<file path="src/rtl/fpwp_pkg.sv">
// Package: constants and types for the flash partition and write-protect configuration block
package fpwp_pkg;

  // ----------------------------------------------------------------
  // Configuration word layout
  // ----------------------------------------------------------------
  localparam int CFG_W = 14;
  localparam logic [13:0] CFG_BLANK = 14'h3fff;
  localparam logic [13:0] CFG_UNIMPL_MASK = 14'h1460;
  localparam logic [13:0] CFG_STICKY_MASK = 14'h0b98;
  localparam logic [13:0] CFG_SIZE_MASK = 14'h0007;
  localparam int LVP_BIT = 13;
  localparam int SAF_WP_BIT = 11;
  localparam int CFG_WP_BIT = 9;
  localparam int BOOT_WP_BIT = 8;
  localparam int APP_WP_BIT = 7;
  localparam int SAF_EN_BIT = 4;
  localparam int BOOT_EN_BIT = 3;

  // ----------------------------------------------------------------
  // Boot region sizing
  // ----------------------------------------------------------------
  localparam logic [16:0] BOOT_MIN_WORDS = 17'h00200;
  localparam logic [2:0] BOOT_SEL_MAX = 3'h7;

  // ----------------------------------------------------------------
  // Register map and fields
  // ----------------------------------------------------------------
  localparam logic [7:0] OFF_CONFIG = 8'h00;
  localparam logic [7:0] OFF_CONTROL = 8'h04;
  localparam logic [7:0] OFF_STATUS = 8'h08;
  localparam int CTRL_ERASE_BIT = 0;
  localparam int CTRL_RSTEN_BIT = 1;
  localparam int STAT_HV_BIT = 0;
  localparam int STAT_LV_BIT = 1;
  localparam int STAT_LVEN_BIT = 2;
  localparam int STAT_RST_BIT = 3;
  localparam int STAT_SIZE_LSB = 16;

  // ----------------------------------------------------------------
  // Types
  // ----------------------------------------------------------------
  typedef struct packed {
    logic [13:0] cfg;
    logic ext_reset_pin_enable;
    logic hv_s1;
    logic hv_s2;
    logic lv_s1;
    logic lv_s2;
    logic [31:0] rd_data;
    logic slverr;
    logic sw_done;
    logic sw_blocked;
  } fpwp_state_t;

  typedef struct packed {
    logic boot;
    logic storage_area_flash;
    logic app;
    logic cfg;
  } fpwp_hits_t;

endpackage

</file>
<file path="src/rtl/fpwp_region_hit.sv">
// Address window comparator for one flash region
`timescale 1ns/1ps
module fpwp_region_hit
  import fpwp_pkg::*;
#(
  parameter int AW = 16
)
(
  input wire logic [AW-1:0] addr,
  input wire logic [AW-1:0] first,
  input wire logic [AW-1:0] last,
  input wire logic enable,
  output logic hit
);

  // ----------------------------------------------------------------
  // Inclusive window test
  // ----------------------------------------------------------------
  assign hit = enable && (addr >= first) && (addr <= last);

endmodule

</file>
<file path="src/rtl/fpwp_top.sv">
// Flash partition and write-protect configuration block with APB register access
//
// Local design decisions: the register addresses and the APB slave port.
`timescale 1ns/1ps
//
// Contract
// - Low-voltage enable set makes shared pin a reset; external reset enable ignored.
// - Low-voltage enable clear allows programming entry only with high voltage present.
// - Clearing low-voltage enable is refused while in low-voltage programming.
// - Storage area write protect low guards storage area, only when it is enabled.
// - Config area write protect low guards the configuration words against writes.
// - Boot write protect low guards boot region, only when boot region enabled.
// - Application write protect low guards the application region against writes.
// - Storage area enable is active low; zero creates the storage partition.
// - Boot region enable is active low; zero creates the boot partition.
// - Boot size select applies only when enabled; otherwise size is zero.
// - Boot size select is writable only while the boot region is disabled.
// - Selects 111,110,101,100 give 512,1024,2048,4096 words from address zero.
// - Boot region is clamped to half the program memory size.
// - Protection and partition bits are sticky; only bulk erase releases them.
// - Unimplemented bits 12, 10, 6 and 5 always read as one.
// - Blank or bulk-erased word reads all ones: everything unprotected, low-voltage on.
// - Protection blocks self-writes; config protect also refuses APB config writes outside programming mode, so a boot loader survives updates.
module fpwp_top
  import fpwp_pkg::*;
#(
  parameter int ADDR_W = 16,
  parameter int PROG_WORDS = 8192,
  parameter int SAF_WORDS = 128,
  parameter logic [15:0] CFG_FIRST = 16'h8007,
  parameter logic [15:0] CFG_LAST = 16'h800b
)
(
  input wire logic REF_CLK,
  input wire logic RESETN,
  input wire logic PSEL,
  input wire logic PENABLE,
  input wire logic PWRITE,
  input wire logic [7:0] PADDR,
  input wire logic [31:0] PWDATA,
  output logic [31:0] PRDATA,
  output logic PREADY,
  output logic PSLVERR,
  input wire logic HV_DETECT,
  input wire logic LVP_ENTRY,
  input wire logic SW_REQ,
  input wire logic [ADDR_W-1:0] SW_ADDR,
  output logic SW_DONE,
  output logic SW_BLOCKED,
  output logic PROG_MODE,
  output logic LV_PROG_ENABLE,
  output logic EXT_RESET_ACTIVE,
  output logic [13:0] CFG_WORD
);

  fpwp_state_t st;
  fpwp_state_t next_st;
  fpwp_hits_t hits;
  logic hv_mode;
  logic lv_mode;
  logic prog_mode;
  logic boot_on;
  logic saf_on;
  logic [16:0] boot_raw;
  logic [16:0] boot_half;
  logic [16:0] boot_words;
  logic [ADDR_W-1:0] boot_last;
  logic [ADDR_W-1:0] saf_first;
  logic [ADDR_W-1:0] app_last;
  logic [ADDR_W-1:0] mem_last;
  logic sw_block_now;
  logic setup;
  logic access;
  logic cfg_ok;
  logic erase_go;
  logic cfg_wr;
  logic [13:0] wr_word;

  // ----------------------------------------------------------------
  // Programming mode
  // ----------------------------------------------------------------
  // high voltage entry
  assign hv_mode = st.hv_s2;
  assign lv_mode = st.lv_s2 && st.cfg[LVP_BIT];
  assign prog_mode = hv_mode || lv_mode;

  // ----------------------------------------------------------------
  // Partition geometry
  // ----------------------------------------------------------------
  // boot partition enable
  assign boot_on = !st.cfg[BOOT_EN_BIT];
  assign saf_on = !st.cfg[SAF_EN_BIT];
  assign boot_raw = BOOT_MIN_WORDS << (BOOT_SEL_MAX - st.cfg[2:0]);
  assign boot_half = 17'(PROG_WORDS / 2);
  assign boot_words = !boot_on ? 17'h00000 : (boot_raw > boot_half) ? boot_half : boot_raw;
  assign boot_last = ADDR_W'(boot_words - 17'h00001);
  assign mem_last = ADDR_W'(PROG_WORDS - 1);
  assign saf_first = ADDR_W'(PROG_WORDS - SAF_WORDS);
  assign app_last = saf_on ? saf_first - ADDR_W'(1) : mem_last;

  fpwp_region_hit #(.AW(ADDR_W)) u_boot_hit (
    .addr(SW_ADDR),
    .first('0),
    .last(boot_last),
    .enable(boot_on),
    .hit(hits.boot)
  );

  fpwp_region_hit #(.AW(ADDR_W)) u_saf_hit (
    .addr(SW_ADDR),
    .first(saf_first),
    .last(mem_last),
    .enable(saf_on),
    .hit(hits.storage_area_flash)
  );

  fpwp_region_hit #(.AW(ADDR_W)) u_app_hit (
    .addr(SW_ADDR),
    .first(ADDR_W'(boot_words)),
    .last(app_last),
    .enable(1'b1),
    .hit(hits.app)
  );

  fpwp_region_hit #(.AW(ADDR_W)) u_cfg_hit (
    .addr(SW_ADDR),
    .first(ADDR_W'(CFG_FIRST)),
    .last(ADDR_W'(CFG_LAST)),
    .enable(1'b1),
    .hit(hits.cfg)
  );

  // ----------------------------------------------------------------
  // Self-write protection check
  // ----------------------------------------------------------------
  // storage area guard
  assign sw_block_now = (hits.storage_area_flash && !st.cfg[SAF_WP_BIT]) || (hits.cfg && !st.cfg[CFG_WP_BIT]) ||
    (hits.boot && !st.cfg[BOOT_WP_BIT]) || (hits.app && !st.cfg[APP_WP_BIT]);

  // ----------------------------------------------------------------
  // APB decode and configuration word update
  // ----------------------------------------------------------------
  assign setup = PSEL && !PENABLE;
  assign access = PSEL && PENABLE && !st.slverr;
  // Programmer writes bypass the config guard; software writes do not
  assign cfg_ok = prog_mode || st.cfg[CFG_WP_BIT];
  assign cfg_wr = access && PWRITE && (PADDR == OFF_CONFIG);
  assign erase_go = access && PWRITE && (PADDR == OFF_CONTROL) && PWDATA[CTRL_ERASE_BIT];

  always_comb
  begin
    wr_word = PWDATA[13:0];
    wr_word = (wr_word & ~CFG_STICKY_MASK) | (wr_word & st.cfg & CFG_STICKY_MASK);
    if (!st.cfg[BOOT_EN_BIT])
    begin
      wr_word = (wr_word & ~CFG_SIZE_MASK) | (st.cfg & CFG_SIZE_MASK);
    end
    if (lv_mode)
    begin
      wr_word[LVP_BIT] = 1'b1;
    end
    wr_word = wr_word | CFG_UNIMPL_MASK;
  end

  always_comb
  begin
    next_st = st;
    // Two flops on each pin input; only the second is read
    next_st.hv_s1 = HV_DETECT;
    next_st.hv_s2 = st.hv_s1;
    next_st.lv_s1 = LVP_ENTRY;
    next_st.lv_s2 = st.lv_s1;
    next_st.sw_done = SW_REQ;
    next_st.sw_blocked = SW_REQ && sw_block_now;
    if (setup)
    begin
      next_st.slverr = 1'b0;
      next_st.rd_data = 32'h00000000;
      unique case (PADDR)
        OFF_CONFIG:
        begin
          next_st.rd_data = {18'h00000, st.cfg};
          next_st.slverr = PWRITE && !cfg_ok;
        end
        OFF_CONTROL:
        begin
          next_st.rd_data[CTRL_RSTEN_BIT] = st.ext_reset_pin_enable;
          next_st.slverr = PWRITE && PWDATA[CTRL_ERASE_BIT] && !prog_mode;
        end
        OFF_STATUS:
        begin
          next_st.rd_data[STAT_HV_BIT] = hv_mode;
          next_st.rd_data[STAT_LV_BIT] = lv_mode;
          next_st.rd_data[STAT_LVEN_BIT] = st.cfg[LVP_BIT];
          next_st.rd_data[STAT_RST_BIT] = EXT_RESET_ACTIVE;
          next_st.rd_data[STAT_SIZE_LSB +: 16] = boot_words[15:0];
          next_st.slverr = PWRITE;
        end
        default:
        begin
          next_st.slverr = 1'b1;
        end
      endcase
    end
    if (cfg_wr)
    begin
      next_st.cfg = wr_word;
    end
    if (access && PWRITE && (PADDR == OFF_CONTROL))
    begin
      next_st.ext_reset_pin_enable = PWDATA[CTRL_RSTEN_BIT];
    end
    if (erase_go)
    begin
      next_st.cfg = CFG_BLANK;
    end
  end

  // ----------------------------------------------------------------
  // State register
  // ----------------------------------------------------------------
  // Reset restores the blank word; nonvolatile reload is outside this block
  always_ff @(posedge REF_CLK or negedge RESETN)
  begin
    if (!RESETN)
    begin
      st <= '{cfg: CFG_BLANK, ext_reset_pin_enable: 1'b1, hv_s1: 1'b0, hv_s2: 1'b0, lv_s1: 1'b0,
        lv_s2: 1'b0, rd_data: 32'h00000000, slverr: 1'b0, sw_done: 1'b0, sw_blocked: 1'b0};
    end
    else
    begin
      st <= next_st;
    end
  end

  // ----------------------------------------------------------------
  // Outputs
  // ----------------------------------------------------------------
  assign PRDATA = st.rd_data;
  assign PREADY = 1'b1;
  assign PSLVERR = PSEL && PENABLE && st.slverr;
  assign SW_DONE = st.sw_done;
  assign SW_BLOCKED = st.sw_blocked;
  assign PROG_MODE = prog_mode;
  assign LV_PROG_ENABLE = st.cfg[LVP_BIT];
  assign EXT_RESET_ACTIVE = st.cfg[LVP_BIT] || st.ext_reset_pin_enable;
  assign CFG_WORD = st.cfg;
endmodule

</file>
<file path="config.mk">
export PLATFORM = sky130hd
export DESIGN_NAME = fpwp_top
export DESIGN_NICKNAME = d
export VERILOG_FILES = /design/src/rtl/fpwp_pkg.sv /design/src/rtl/fpwp_region_hit.sv /design/src/rtl/fpwp_top.sv
export SDC_FILE = /design/constraint.sdc
export NUM_CORES = 1
export LEC_CHECK = 0
export BUFFER_PORTS_ARGS = -buffer_cell sky130_fd_sc_hd__buf_2
export CAP_MARGIN = 20
export CORE_ASPECT_RATIO = 0.7
export CORE_UTILIZATION = 51
export CTS_BUF_LIST = sky130_fd_sc_hd__clkbuf_8
export CTS_CLUSTER_SIZE = 24
export DETAILED_ROUTE_END_ITERATION = 8
export PLACE_DENSITY = 0.93
export REMOVE_ABC_BUFFERS = 1
export SYNTH_ARGS = -nofsm -noshare
export SYNTH_HDL_FRONTEND = slang
export SYNTH_SLANG_ARGS = --single-unit
</file>
<file path="constraint.sdc">
create_clock -name REF_CLK -period 5.8 [get_ports REF_CLK]
set_input_delay 0.87 -clock REF_CLK [delete_from_list [all_inputs] [get_ports REF_CLK]]
set_output_delay 0.87 -clock REF_CLK [all_outputs]
set_load 0.005 [all_outputs]
</file>
After elaboration in Yosys (flattened, before gate mapping)
Index checks and enable logic that the tools add are counted.
Widths: inputs -> output; s select.

operators by class
  bitwise gates (word level) = 3
  equality and inequality tests = 2
  add/subtract/negate cells = 2
  shift-type cells = 1
  reduce and logical (&&, ||, !) cells = 41
  $lt $le $gt $ge = 9
  mux-type cells = 13

operators by type and width
  kind                   number
  $mux 16                3
  $mux 14                3
  $logic_and 1x1->1      23
  $gt 17x13->1 const B   1
  $shl 10x3->17 const A  1
  $ge 16x1->1 const B    1
  $ge 16x13->1 const B   1
  $ge 16x16->1           1
  $ge 16x16->1 const B   1
  $le 16x13->1           1
  $le 16x13->1 const B   1
  $le 16x16->1           1
  $le 16x16->1 const B   1
  $sub 16x1->16 const B  1
  $or 14x12->14          1
  $or 14x3->14           1
  $and 12x12->12         1
  $logic_not 1->1        10
  $mux 10                1
  $eq 8x3->1 const B     1
  $eq 8x4->1 const B     1
  $logic_not 8->1        1
  $mux 8                 1
  $logic_or 1x1->1       6
  other kinds (6)        7

storage, ports and cells
  input port bits = 64
  register bits after elaboration = 54

Longest topological paths before layout
  depth in word-level cells = 12
  depth in mapped cells = 10
  gate-level depth less buffers = 10

By module
A second synthesis with hierarchy kept.

second synthesis, totals
  cells, all modules = 664
  area, all modules = 5177.5 sq um

by module, submodules not included
  module                           cells each  area an instance (sq um)  instances
  fpwp_region_hit (u_app_hit ...)  113         790.8                     3
  fpwp_top                         212         2011.9                    1
  fpwp_region_hit (u_cfg_hit)      113         793.3                     1

Least setup slack after synthesis
No wires, ideal clock.

  path type = register to register
  start = register st, in the netlist CFG_WORD[2]
  end = register st, in the netlist SW_BLOCKED
  data arrival time = 2.138 ns
  clock period less this slack = 2.264 ns
  setup time = 0.126 ns
  slack = 3.536 ns
  required time = 5.674 ns
  stages on the path, launching flop included = 10
  cells stage by stage = dfstp_2 nor2b_1 nand3_1 ha_1 xor2_1 ha_1 a21oi_1 o22ai_1 o21ai_0 a221o_1

RTL lines
  what                      RTL line         RTL
  start: declaration        fpwp_top.sv:56   fpwp_state_t st;
  start signal: assignment  fpwp_top.sv:227  st <= '{cfg: CFG_BLANK, ext_reset_pin_enable: 1'b1, hv_s1: 1'b0, hv_s2: 1'b0, lv_s1: 1'b0,
  start signal: assignment  fpwp_top.sv:232  st <= next_st;

==> impl_metrics.yaml <==
layout:
  layout.cells.most_common_list: "78 x sky130_fd_sc_hd__buf_2, 29 x sky130_fd_sc_hd__nand2_1, 25 x sky130_fd_sc_hd__dfrtp_1"
  ff_latch_area_um2: 915
  instances_no_fill: 348
  final_core_utilization: 0.599
  stdcell_area_um2: 2630
  final_layout_size_suffix_gt1_frac: 0.386
  multi_input_comb_area_um2: 1090
  insertedDiodeCount: 0
  area_delta_synth_final_pct: 11.7
  nFillCells: 396
  num-nets-final: 372
  layout.cells.most_common: "sky130_fd_sc_hd__buf_2"
floorplanning:
  fp.dieArea_um2: 4890
  core_region_area_um2: 4380
  die_height_um: 58.8
  initial_utilization: 0.537
  ioPinCount: 117
  die_w_um: 83.2
  std_cell_rows: 20
timing:
  fmaxAchievable_ghz: 0.392
  final_max_slew_viols: 0
  final.period_utilization: 0.439
  slew-limit-headroom: 0.393
  tightest_slew_ns: 0.911
  final_worst_slack_ns: 3.25
  hold_violations: 0
  rsz0062_at_grt: "no"
  final.min_clock_period_ns: 2.55
  setup_violations: 0
  layout_skew_ns: 0.00691
  hold_ws_ns: 0.350
  tns_ns: 0
run_status:
  run_status: "completed"
placed_design:
  finalWeightedCongestion: 0.868
  post-place-cells: 340
  post_dp_cell_area_um2: 2500
  place_worst_setup_slack_ns: 3.16
  hpwl_um: 3840
  port-buffer-count: 78
critical_path:
  worst_r2r_path_depth: 8
  cp-end-kind: "flop"
  crit_type: "reg -> reg"
  path_max_fanout: 5
  max_stage_delay_ns: 0.57
  timing.critical_path.max_delay_family: "compound AO/OA/AOI/OAI gates"
  path_cells: "nor2b_1 > nand3b_1 > ha_1 > a21oi_1 > a21oi_1 > a211oi_1 > o21ai_0 > a221o_1"
  worst-path-buf-inv: 0
  worst_ep_arrival_time_ns: 2.73
  critPathLaunchType: "flop"
  cp_slowest_cell: "sky130_fd_sc_hd__dfstp_2"
  critical-path-top-cell-by-count: "sky130_fd_sc_hd__a21oi_1"
  worstPathRequired_ns: 5.98
  critical_path_cell_count: 8
hold_path:
  min_path_type: "reg -> reg"
  worstHoldPathCells: 0
power_and_ir_drop:
  worst_ir_drop_vdd_uv: 140
  report.power.total_uw: 551
  p_leak_nw: 1.40
  cellPowerDensity_nw_per_um2: 210
global_route:
  first_global_vias: 1813
  grt_start_max_net_pins: 37
  overflow: 0
  first_pass_grt_wire_length_um: 8400
  gr-usage-all-layers: 0.222
  antenna_found_initial: 0
clocking:
  number_of_cells_upsized_or_downsized_after_cts: 0
  cts_buffers: 5
  cts-htree-levels: 2
  tritoncts: "done"
  ctsRootBufferMaster: "sky130_fd_sc_hd__clkbuf_8"
  clock_sink_count: 36
  worst_skew_pair.late_latency_ns: 0.29
  clk_pin_slew_ns: 0.07
  postCtsSetupRepairBufs: 0
  postCtsHoldBufs: 0
  clock_tree.buffer_depth: 2
synthesis:
  post-synth-top-area-fraction: 0.266
  post-synth-top-area-cell: "sky130_fd_sc_hd__dfrtp_1"
  synth_seq_cells: 36
  yosysWarnings: 0
  commonest_register_cell_after_synthesis: "sky130_fd_sc_hd__dfrtp_1"
  synth.avg_cell_area_um2: 9.76
  seq_area_frac_synth: 0.389
  synth.lib_cells_used.distinct: 45
  syn_area_um2: 2350
  synth_async_sr_flop_share: 1.00
  synth_edf_count: 0
  synthesis.instances: 241
  synthTopCellsByArea: "sky130_fd_sc_hd__dfrtp_1 27%, sky130_fd_sc_hd__buf_4 15%, sky130_fd_sc_hd__dfstp_2 12%"
drt:
  wl_per_cell_um: 14.4
  number_of_routed_nets_with_antenna_violations: 0
  number_of_design_rule_violations_left_by_the_first_detailed_router_iteration: 79
  total_vias_in_the_final_route: 1849
  drt_first_pass_iters: 4
  viasPerCell: 5.31
  route.detailed.drc: 0
  postRouteWirelength_um: 5030
job:
  cap_viol_max_count: 0
==> kinds of logic (layout without fill, tap and decap cells) <==
logic type | Yosys count | count (layout) | share of synthesized area
other cells | 2 | 19 | 0.00319
xor+xnor | 1 | 1 | 0.00373
simple gates | 78 | 78 | 0.192
buf+inv | 59 | 94 | 0.172
fa+ha+maj | 16 | 16 | 0.0852
mux | 5 | 5 | 0.0229
flops | 36 | 36 | 0.389
compound gates | 44 | 44 | 0.131
==> cell type report <==
type	instances	area share
clock buffers	7	0.0367
clock inverters	1	0.0114
multi-input cells	163	0.417
repair buffers	78	0.149
flip-flops and latches	36	0.348
inverters	8	0.0114
well taps	55	0.0262
==> Yosys cell counts (2+ instances only) <==
library cell               number
sky130_fd_sc_hd__nand4b_1       2
sky130_fd_sc_hd__mux2_2         2
sky130_fd_sc_hd__mux2i_1        2
sky130_fd_sc_hd__o21ai_2        4
sky130_fd_sc_hd__nor4_4         2
sky130_fd_sc_hd__dfstp_2       11
sky130_fd_sc_hd__inv_1          8
sky130_fd_sc_hd__o21ai_0        6
sky130_fd_sc_hd__nor3_1         4
sky130_fd_sc_hd__a211oi_1       2
sky130_fd_sc_hd__a21o_1         3
sky130_fd_sc_hd__nand3_1        9
sky130_fd_sc_hd__nand3b_1       3
sky130_fd_sc_hd__clkbuf_1       3
sky130_fd_sc_hd__o211ai_1       2
sky130_fd_sc_hd__a21oi_1        6
sky130_fd_sc_hd__nor2_1         6
sky130_fd_sc_hd__ha_1          16
sky130_fd_sc_hd__a22o_1         6
sky130_fd_sc_hd__conb_1         2
sky130_fd_sc_hd__and2_1         4
sky130_fd_sc_hd__or4_4          2
sky130_fd_sc_hd__o22ai_1        2
sky130_fd_sc_hd__o211ai_2       3
sky130_fd_sc_hd__o21ai_1        7
sky130_fd_sc_hd__nand2_1       29
sky130_fd_sc_hd__and3_1         2
sky130_fd_sc_hd__buf_4         47
sky130_fd_sc_hd__nand4_1        6
sky130_fd_sc_hd__dfrtp_1       25
==> registers in the layout (all words and copies together) (netlist names) <==
| name | flops |
|---|---|
| CFG_WORD | 10 |
| PRDATA | 18 |
| SW_BLOCKED | 1 |
| SW_DONE | 1 |
| hv_mode | 1 |
| next_st | 2 |
| st | 3 |
==> final timing paths <==
kind	startpoint	end	slack [ns]
worst max-delay path	CFG_WORD[2]	SW_BLOCKED	3.25
worst min-delay path	next_st[35]	st[35]	0.35
worst max register to register	CFG_WORD[2]	SW_BLOCKED	3.25
worst min register to register	next_st[35]	st[35]	0.35
max in group asynchronous	RESETN	next_st[37]	4.65
min in group asynchronous	RESETN	PRDATA[2]	0.66
==> report_power, final <==
group,leakage (nW),internal [mW],switching [mW],total [mW]
combinational,0.891,0.0210,0.0326,0.0536
sequential,0.445,0.254,0.00134,0.255
clock,0.0645,0.152,0.0903,0.242
total,1.40,0.427,0.124,0.551
==> routing by layer <==
metal,GRT usage,up-vias,routed length [um]
met4,0.0739,0,38
met1,0.296,885,2330
li1,-,893,-
met5,0,-,0
met3,0.0589,5,335
met2,0.359,66,2330
==> worst register-to-register path: cells and delay by family (launching register included) <==
kind	cells	cell delay (ns)
AO/OA/AOI/OAI	5	1.04
adder cells (fa/ha/maj)	1	0.37
flip-flops	1	0.57
AND/OR/NAND/NOR	2	0.45
Power figures use the tool's default switching activity.
